[src/shared/tmr_pkg.sv]
// Constants, codes and state layouts shared by the timer-2 design files.
`default_nettype none
package tmr_pkg;
  // Register offsets in the IO address space.
  localparam logic [5:0] T2_LIMIT_VALUE_OFS   = 6'h09;
  localparam logic [5:0] T2_CONTROL_OFS       = 6'h1c;
  localparam logic [5:0] T2_COUNT_VALUE_OFS   = 6'h1d;
  localparam logic [5:0] T2_DIVIDER_SETUP_OFS = 6'h1e;

  // Field positions in the control and divider setup registers.
  localparam int CTRL_SRC_LSB   = 4;
  localparam int CTRL_ROUTE_LSB = 2;
  localparam int CTRL_MODE_BIT  = 1;
  localparam int CTRL_INV_BIT   = 0;
  localparam int DIV_RES_BIT    = 7;
  localparam int DIV_PRE_LSB    = 5;

  // Values after reset.
  localparam logic [7:0] REG_RESET = 8'h00;

  // Wrap points of the two PWM resolutions.
  localparam logic [7:0] WRAP_8BIT = 8'hff;
  localparam logic [7:0] WRAP_6BIT = 8'h3f;

  // Prescaler terminal counts for divide by 1, 4, 16 and 64.
  localparam logic [5:0] PRE_LAST_1  = 6'h00;
  localparam logic [5:0] PRE_LAST_4  = 6'h03;
  localparam logic [5:0] PRE_LAST_16 = 6'h0f;
  localparam logic [5:0] PRE_LAST_64 = 6'h3f;

  // Count clock sources; every other code is reserved and yields no ticks.
  typedef enum logic [3:0] {
    SRC_STOP = 4'b0000,
    SRC_SYS  = 4'b0001,
    SRC_FAST = 4'b0010,
    SRC_SLOW = 4'b0100,
    SRC_CMP  = 4'b0101,
    SRC_RISE = 4'b1000,
    SRC_FALL = 4'b1001
  } tmr_src_t;

  // Output routing codes.
  localparam logic [1:0] ROUTE_NONE    = 2'b00;
  localparam logic [1:0] ROUTE_B_TWO   = 2'b01;
  localparam logic [1:0] ROUTE_A_THREE = 2'b10;
  localparam logic [1:0] ROUTE_B_FOUR  = 2'b11;

  // State of the tick generator.
  typedef struct packed {
    logic       src_q;
    logic [5:0] pre_cnt;
    logic [4:0] scl_cnt;
    logic       tick;
  } tmr_tick_state_t;

  // State of the timer core.
  typedef struct packed {
    logic [7:0] ctrl;
    logic [7:0] count;
    logic [7:0] div;
    logic [7:0] limit;
    logic       wave;
    logic [7:0] rdata;
    logic [2:0] pin;
    logic [2:0] drive_n;
  } tmr_core_state_t;
endpackage : tmr_pkg
`default_nettype wire

[src/shared/tmr_tick_if.sv]
// Count clock configuration and scaled tick between the timer core and its tick generator.
`default_nettype none
interface tmr_tick_if;
  logic [3:0] src;
  logic [1:0] pre;
  logic [4:0] scl;
  logic       tick;

  modport gen (input src, input pre, input scl, output tick);
  modport user (output src, output pre, output scl, input tick);
endinterface : tmr_tick_if
`default_nettype wire

[src/hdl/tmr_tick_gen.sv]
// Count clock source selection, prescaler and clock scaler of timer 2.
`default_nettype none
module tmr_tick_gen
  import tmr_pkg::*;
(
  // Clock and reset.
  input  wire logic sys_clk,
  input  wire logic rst_n,
  // Candidate count clock sources, sampled on sys_clk.
  input  wire logic fast_internal_oscillator,
  input  wire logic slow_internal_oscillator,
  input  wire logic cmp_out,
  input  wire logic port_a_pin_zero,
  // Configuration in, scaled tick out.
  tmr_tick_if.gen   tk
);
  tmr_tick_state_t q;
  tmr_tick_state_t next_q;
  logic            lvl;
  logic            edge_hit;
  logic [5:0]      pre_last;

  // Source edge detection; oscillators faster than half of sys_clk will alias.
  always_comb
  begin
    next_q = q;
    next_q.tick = 1'b0;
    unique case (tk.pre)
      2'b00: pre_last = PRE_LAST_1;
      2'b01: pre_last = PRE_LAST_4;
      2'b10: pre_last = PRE_LAST_16;
      2'b11: pre_last = PRE_LAST_64;
    endcase
    lvl = 1'b0;
    edge_hit = 1'b0;
    case (tk.src)
      SRC_SYS:  edge_hit = 1'b1;
      SRC_FAST: lvl = fast_internal_oscillator;
      SRC_SLOW: lvl = slow_internal_oscillator;
      SRC_CMP:  lvl = cmp_out;
      SRC_RISE, SRC_FALL: lvl = port_a_pin_zero;
      default:  lvl = 1'b0;
    endcase
    if (tk.src == SRC_FALL)
      edge_hit = q.src_q && !lvl;
    else if (tk.src != SRC_SYS && tk.src != SRC_STOP)
      edge_hit = !q.src_q && lvl;
    next_q.src_q = lvl;
    // The scaler divides by its field plus one, after the prescaler.
    if (edge_hit)
    begin
      if (q.pre_cnt >= pre_last)
      begin
        next_q.pre_cnt = 6'h00;
        if (q.scl_cnt >= tk.scl)
        begin
          next_q.scl_cnt = 5'h00;
          next_q.tick = 1'b1;
        end
        else
          next_q.scl_cnt = q.scl_cnt + 5'h01;
      end
      else
        next_q.pre_cnt = q.pre_cnt + 6'h01;
    end
  end

  // State register.
  always_ff @(posedge sys_clk)
  begin
    if (!rst_n)
      q <= '0;
    else
      q <= next_q;
  end

  assign tk.tick = q.tick;
endmodule : tmr_tick_gen
`default_nettype wire

[src/hdl/tmr_timer2.sv]
// Timer 2 core: IO registers, period and PWM counting, output polarity and pin routing.
`default_nettype none
// How it works
// - Source field selects count clock or stops it
// - Codes 1000/1001 count pin rising/falling edges
// - Routing field picks no pin or one of three
// - Control bit 1 selects period or PWM
// - Control bit 0 inverts the output polarity
// - Counter register readable, writable, resets zero
// - Divider bit 7 selects 8 or 6-bit PWM
// - Prescale field divides by 1, 4, 16, 64
// - Five-bit scaler further divides prescaled clock
// - Write-only limit register is comparison value, resets zero
module tmr_timer2
  import tmr_pkg::*;
(
  // Clock and reset.
  input  wire logic       sys_clk,
  input  wire logic       rst_n,
  // IO register access.
  input  wire logic [5:0] io_addr,
  input  wire logic       io_wr,
  input  wire logic       io_rd,
  input  wire logic [7:0] io_wdata,
  output logic      [7:0] io_rdata,
  // Count clock sources.
  input  wire logic       fast_internal_oscillator,
  input  wire logic       slow_internal_oscillator,
  input  wire logic       cmp_out,
  input  wire logic       port_a_pin_zero,
  // Timer output pins, drive enables active low.
  output logic            port_b_pin_two,
  output logic            port_b_pin_two_drive_n,
  output logic            port_a_pin_three,
  output logic            port_a_pin_three_drive_n,
  output logic            port_b_pin_four,
  output logic            port_b_pin_four_drive_n
);
  tmr_core_state_t q;
  tmr_core_state_t next_q;
  logic            count_wr;
  logic [7:0]      wrap;
  logic            out_lvl;

  tmr_tick_if tk ();

  // Tick generator sees the configuration fields directly.
  assign tk.src = q.ctrl[CTRL_SRC_LSB +: 4];
  assign tk.pre = q.div[DIV_PRE_LSB +: 2];
  assign tk.scl = q.div[4:0];

  tmr_tick_gen u_tick (
    .sys_clk                  (sys_clk),
    .rst_n                    (rst_n),
    .fast_internal_oscillator (fast_internal_oscillator),
    .slow_internal_oscillator (slow_internal_oscillator),
    .cmp_out                  (cmp_out),
    .port_a_pin_zero          (port_a_pin_zero),
    .tk                       (tk)
  );

  // Register writes, counting and output shaping. A software write to the
  // counter wins over a tick in the same cycle so software sees its value stick.
  always_comb
  begin
    next_q = q;
    count_wr = io_wr && io_addr == T2_COUNT_VALUE_OFS;
    wrap = q.div[DIV_RES_BIT] ? WRAP_6BIT : WRAP_8BIT;
    if (io_wr && io_addr == T2_CONTROL_OFS)
      next_q.ctrl = io_wdata;
    if (io_wr && io_addr == T2_DIVIDER_SETUP_OFS)
      next_q.div = io_wdata;
    if (io_wr && io_addr == T2_LIMIT_VALUE_OFS)
      next_q.limit = io_wdata;
    if (count_wr)
      next_q.count = io_wdata;
    else if (tk.tick)
    begin
      if (!q.ctrl[CTRL_MODE_BIT])
      begin
        if (q.count == q.limit)
        begin
          next_q.count = REG_RESET;
          next_q.wave = !q.wave;
        end
        else
          next_q.count = q.count + 8'h01;
      end
      else if (q.count >= wrap)
        next_q.count = REG_RESET;
      else
        next_q.count = q.count + 8'h01;
    end
    // PWM level follows the counter directly; period mode keeps its toggle.
    if (q.ctrl[CTRL_MODE_BIT])
      next_q.wave = next_q.count < q.limit;
    // Reads return one cycle later; write-only and unmapped addresses read zero.
    next_q.rdata = q.rdata;
    if (io_rd)
    begin
      unique case (io_addr)
        T2_CONTROL_OFS:     next_q.rdata = q.ctrl;
        T2_COUNT_VALUE_OFS: next_q.rdata = q.count;
        default:            next_q.rdata = REG_RESET;
      endcase
    end
    // Pins lag the wave by one cycle so every output comes from a flip-flop.
    out_lvl = q.wave ^ q.ctrl[CTRL_INV_BIT];
    next_q.pin = {3{out_lvl}};
    next_q.drive_n = 3'b111;
    unique case (q.ctrl[CTRL_ROUTE_LSB +: 2])
      ROUTE_NONE:    next_q.drive_n = 3'b111;
      ROUTE_B_TWO:   next_q.drive_n = 3'b110;
      ROUTE_A_THREE: next_q.drive_n = 3'b101;
      ROUTE_B_FOUR:  next_q.drive_n = 3'b011;
    endcase
  end

  // State register.
  always_ff @(posedge sys_clk)
  begin
    if (!rst_n)
    begin
      q <= '0;
      q.drive_n <= 3'b111;
    end
    else
      q <= next_q;
  end

  assign io_rdata = q.rdata;
  assign port_b_pin_two = q.pin[0];
  assign port_a_pin_three = q.pin[1];
  assign port_b_pin_four = q.pin[2];
  assign port_b_pin_two_drive_n = q.drive_n[0];
  assign port_a_pin_three_drive_n = q.drive_n[1];
  assign port_b_pin_four_drive_n = q.drive_n[2];
endmodule : tmr_timer2
`default_nettype wire

[config.mk]
export PLATFORM = sky130hd
export DESIGN_NAME = tmr_timer2
export DESIGN_NICKNAME = d
export VERILOG_FILES = /design/src/shared/tmr_pkg.sv /design/src/shared/tmr_tick_if.sv /design/src/hdl/tmr_tick_gen.sv /design/src/hdl/tmr_timer2.sv
export SDC_FILE = /design/constraint.sdc
export NUM_CORES = 1
export LEC_CHECK = 0
export BUFFER_PORTS_ARGS = -buffer_cell sky130_fd_sc_hd__buf_2
export CORE_ASPECT_RATIO = 2
export CORE_UTILIZATION = 55
export CTS_BUF_LIST = sky130_fd_sc_hd__clkbuf_4 sky130_fd_sc_hd__clkbuf_8
export DETAILED_ROUTE_END_ITERATION = 10
export GPL_TIMING_DRIVEN = 0
export PLACE_DENSITY = 0.75
export SYNTH_ARGS = -nofsm -noshare
export SYNTH_HDL_FRONTEND = slang
export SYNTH_SLANG_ARGS = --single-unit
[constraint.sdc]
create_clock -name sys_clk -period 3.4 [get_ports sys_clk]
set_clock_uncertainty 0.15 [all_clocks]
set_input_delay 0.68 -clock sys_clk [delete_from_list [all_inputs] [get_ports sys_clk]]
set_output_delay 0.68 -clock sys_clk [all_outputs]
set_load 0.02 [all_outputs]
# Yosys cells after proc, flatten, opt, wreduce, memory -nomap -nowiden
# Index checks and enable logic that the tools add are counted.
# totals
elab_cells	78
input_bits	22
out_inout_bits	14
reg_bits	58
# classes
eq_ne	19
mux	20
order_cmp	4
bitwise	1
reduce_logical	19
addsub	3
# ops
cell	count
8-bit 2-to-1 mux	6
6-bit case mux with 4 select lines	1
6-bit by 5-bit == test with 1-bit output, second input constant	3
8-bit case mux with 2 select lines	1
3-bit case mux with 4 select lines	1
8-bit by 1-bit adder with 8-bit output, second input constant	1
2-bit == test, second input constant	4
4-bit by 3-bit == test with 1-bit output, second input constant	2
4-bit == test, second input constant	2
8-bit == test	1
8-bit greater-or-equal comparator	1
8-bit less-than comparator	1
1-bit 2-to-1 mux	8
1-bit logical AND	7
6-bit by 1-bit adder with 6-bit output, second input constant	1
6-bit by 4-bit == test with 1-bit output, second input constant	1
6-bit greater-or-equal comparator	1
6-bit 2-to-1 mux	1
3-bit AND reduction	2
5-bit by 1-bit adder with 5-bit output, second input constant	1
5-bit greater-or-equal comparator	1
5-bit 2-to-1 mux	1
2-bit by 1-bit == test with 1-bit output, second input constant	2
4-bit by 1-bit == test with 1-bit output, second input constant	1
other kinds (11)	15

# Depth between registers and ports, before layout
# logic_depth
word_depth	8
mapped_depth	12
depth_no_buf	12

# By module
# From an unflattened synthesis, not the netlist that was laid out.
# hier_totals
hier_cells	391
hier_area_um2	3397.0
# modules_own_cells
module	n_inst	cells_each	seq_area_each_um2	area_per_inst_um2
tmr_timer2	1	268	900.9	2381.0
tmr_tick_gen	1	123	260.2	1016.0

# Least setup slack after synthesis
# No wires, ideal clock.
# synth_path
path_type	reg-to-reg
startpoint	register q[31] in the netlist's numbering
endpoint	register q[14] in the netlist's numbering
setup_slack_ns	0.539
n_path_buf	0
period_less_slack_ns	2.861
setup_time_ns	0.092
required_time_ns	3.158
path_stages_with_launch	13
t_arrival_ns	2.619
path_cell_list	dfxtp_1 > ha_1 > nand4_1 > or3_1 > and2_1 > o21ai_1 > o21ai_0 > ha_1 > a21oi_1 > nor2b_1 > o21ai_0 > o2111ai_1 > o32ai_1
# synth_rtl
item	line_no	text
start: declaration	tmr_timer2.sv:39	tmr_core_state_t q;
start signal: assignment	tmr_timer2.sv:128	q <= next_q;

==> results.md <==
- Average wire length per cell after detail routing: between 15 and 20 um
- Fraction of power spent switching nets: 24.18%
- Setup Total Neg Slack: 0 ps
- Placer's final routability congestion estimate: roughly 0.93
- Root buffer selected by CTS: sky130_fd_sc_hd__clkbuf_8
- Area of the core: roughly 5800 um2
- Leakage: about 0.0015 uW
- DIE AREA: 6324 um2
- Number of design-rule violations left by the first detailed-router iteration: 100
- Synth area leader: sky130_fd_sc_hd__dfxtp_1
- Wire length of the first global-routing pass: between 10,000 and 15,000 um
- Worst slack at placement: 32.20 ps
- Insertion delay of the later-clocked pin in the worst-skew pair: 350 ps
- Maximum clock rate: 0.3088 GHz
- TritonCTS sink count: 58
- Aggregate routed wire length: about 8000 um
- Synth cell count leaders: 58 x sky130_fd_sc_hd__dfxtp_1, 41 x sky130_fd_sc_hd__nor2_1, 25 x sky130_fd_sc_hd__a21oi_1, 25 x sky130_fd_sc_hd__mux2i_1
- Type of the worst min-delay path: reg -> reg
- Largest net degree at the start of global routing: 11
- Clock transition at the registers of the reported paths: 60 ps
- Failing checks: design-rule violations
- Total of max-cap violations: 0
- Maximum resistive drop on vdd: approximately 0.27 mV
- Fin worst setup slack: 162.0 ps
- Post-CTS setup buffers: 0
- Result of the run: finished, violations left
- DRT met1 WL: between 2000 and 3000 um
- Count of input and output buffers: 33
- Nets in the synthesized netlist: between 400 and 500
- Number of warnings issued by yosys: 0
- Share of final-layout standard cells stronger than drive strength 1: a little under a fifth
- Top area cells in the synthesized netlist: sky130_fd_sc_hd__dfxtp_1 35%, sky130_fd_sc_hd__ha_1 8.7%, sky130_fd_sc_hd__mux2i_1 7.6%
- NumNets Final: 464
- Met3 Wirelength: about 250 um
- DRC viols: 6
- Cell with the biggest individual delay on the critical path: sky130_fd_sc_hd__dfxtp_1
- Aggregate global-route resource usage: between 20% and 30%
- Number of buffer and inverter instances along the worst setup path: 0
- CP Data Arrival Time: approximately 3300 ps
- Critical path type: reg -> reg
- Drt via density: between 5 and 6
- Most used flip-flop cell after synthesis: sky130_fd_sc_hd__dfxtp_1
- Maximum number of buffers from clock root to sink: 2
- Min Clock Period, post-route: roughly 3200 ps
- Share of flip-flops with an asynchronous set or reset: 0%
- Hold Fails Final Rpt: 0
- Final setup violation count: 0
- Initial core utilization: 57.24%
- Critical-path maximum fanout: 6
- Height of the die: 111.5 um
- Netlist Area Pre-Place: between 3000 and 4000 um2
- Count of pins over their slew limit: 0
- Via count of the first global-routing pass: between 2k and 3k
- Slew of the pin with the lowest slew margin: 979.3 ps
- Horiz. Die Dim: between 50 and 60 um
- Mean cell area of the mapped netlist: 8.788 um2
- Total vias in the final route: 2,854
- Top layer used by detailed routing: met4
- CP top delay family: compound AO/OA/AOI/OAI gates
- ANT cells: 0
- Largest stage delay, worst path: 470 ps
- Number of placed I/O pins: 36
- Power density cells: between 300 and 400 nW/um2
- Clock network power share: 42.3%
- Cts bufs inserted: 9
- Number of iterations in the first detailed-routing pass: 7
- Max_slew headroom: about 34%
- Number of unique standard cell types used by synthesis: 53
- WL met2: between 4000 and 5000 um
- Clock tree from TritonCTS: done
- Half-perimeter wire length after detailed placement: 6096 um
- Library cell with the highest instance count after synthesis: sky130_fd_sc_hd__dfxtp_1
- Net Sw Power: around 330 uW
- Number of enable flip-flop cells after synthesis: 0
- Seq pwr share: 51.2%
- Number of antenna violations at the first check in global routing: 0
- Global route total overflow: 0
- Final antenna-violating net count: 0
- Worst Setup Start Kind: flip-flop
- Worst path required time: 3500 ps
- Area of combinational cells with multiple inputs: around 1900 um2
- Register area share after synthesis: about a third
- #FFs+latches synth: 58
- Internal power: between 1000 and 1500 uW
- Reg area: between 1000 and 1500 um2
- Unrepaired setup endpoints after global routing: no
- Count of mapped cells out of synthesis: between 300 and 400
- H-tree Lvls: 3
- Layout area overhead: 13.02%
- Number of rows created at floorplan: 39
- Fill cell total of the finished layout: 521
- Portion of synthesized cell area occupied by the leading cell type: roughly a third
- Share of the clock period used by the worst path after layout: a little over nine tenths
- Combinational share of power: approximately 6.5%
- Ordered cell list for the critical path: ha_1, nand4_1, or3_1, and2_1, o21ai_4, o21ai_0, ha_1, a21oi_1, nor2b_1, o21ai_0, o2111ai_1, o32ai_1
- Nature of the critical path endpoint: flip-flop
-- registers in the layout, indices dropped and copies added, names as in the netlist --
name                      count
port_b_pin_four_drive_n       1
u_tick.tk.tick                1
port_a_pin_three_drive_n      1
port_b_pin_two                1
port_b_pin_two_drive_n        1
io_rdata                      8
q                            33
u_tick.q                     12
-- path summary, 6_finish.rpt --
check / from / end / slack, ps / cells after the start
worst max register to register: q[32]$_SDFF_PN0_ / q[14]$_SDFFE_PN0P_ / 160 / 12
worst min register to register: q[42]$_SDFFE_PN0P_ / port_b_pin_four_drive_n$_SDFF_PN1_ / 320 / 1
worst max-delay path: q[32]$_SDFF_PN0_ / q[14]$_SDFFE_PN0P_ / 160 / 12
worst min-delay path: q[42]$_SDFFE_PN0P_ / port_b_pin_four_drive_n$_SDFF_PN1_ / 320 / 1
-- layout make-up --
class	instances	share of cell area [%]
multi-input cells	274	51.90
flip-flops and latches	58	31.21
repair buffers	33	4.434
clock buffers	13	4.300
plain buffers	25	3.897
well taps	61	2.049
inverters	18	1.814
clock inverters	3	0.4031
-- worst reg2reg max path: cells and delay by family, from the launching register on --
family	cells	cell delay, ps
adder cells (fa/ha/maj)	2	520
AND/OR/NAND/NOR	4	890
flip-flops	1	470
AO/OA/AOI/OAI	6	1110
-- power groups by stage --
stage	combinational [uW]	sequential [uW]	clock (uW)
floorplan	49.9	705	0
global placement	85.6	706	0
detailed placement	86.8	706	0
CTS	87.3	691	578
global route	96.0	691	613
finish	87.7	691	572
-- per-layer routing --
layer	track usage, %	up-vias
li1	-	1434
met4	15.77	0
met3	6.156	22
met5	0	-
met1	25.64	1347
met2	53.17	51
-- cell families (layout without fill, tap and decap cells) --
family | Yosys count | in the layout | synth area share (%)
compound gates | 81 | 81 | 16.13
xor+xnor | 17 | 17 | 4.518
fa+ha+maj | 23 | 23 | 8.732
buf+inv | 43 | 92 | 6.454
flops | 58 | 58 | 35.23
mux | 25 | 25 | 7.593
simple gates | 128 | 128 | 21.34
-- layout by cell type, fill, tap and decap left out, drive strengths merged, types with 8 or more instances in the layout --
cell type,netlist,layout
nand2,23,23
buf,19,52
mux2i,25,25
nor2,41,41
inv,18,18
o21ai,18,18
a21oi,25,25
clkbuf,6,19
a211oi,11,11
dfxtp,58,58
ha,23,23
nand3,10,10
a22oi,8,8
xor2,10,10
-- stage by stage --
stage	instances	hold slack, ps	util (%)	total power, uW	cell area, um2
after floorplan	375	250.1	-	754.7	3296
after global placement	469	289.5	61.43	791.2	3537
after detailed placement	469	300.5	61.43	792.7	3537
after global routing	485	326.3	64.69	1400	3725
final	485	317.1	64.69	1350	3725
after CTS	485	315.5	64.54	1356	3716
-- what timing repair did --
action                                  CTS  global route
endpoints found under the setup margin    1             1
resized for setup                         1             2
hold buffers                              0             0
No activity file was read; power rests on OpenSTA's default activity.
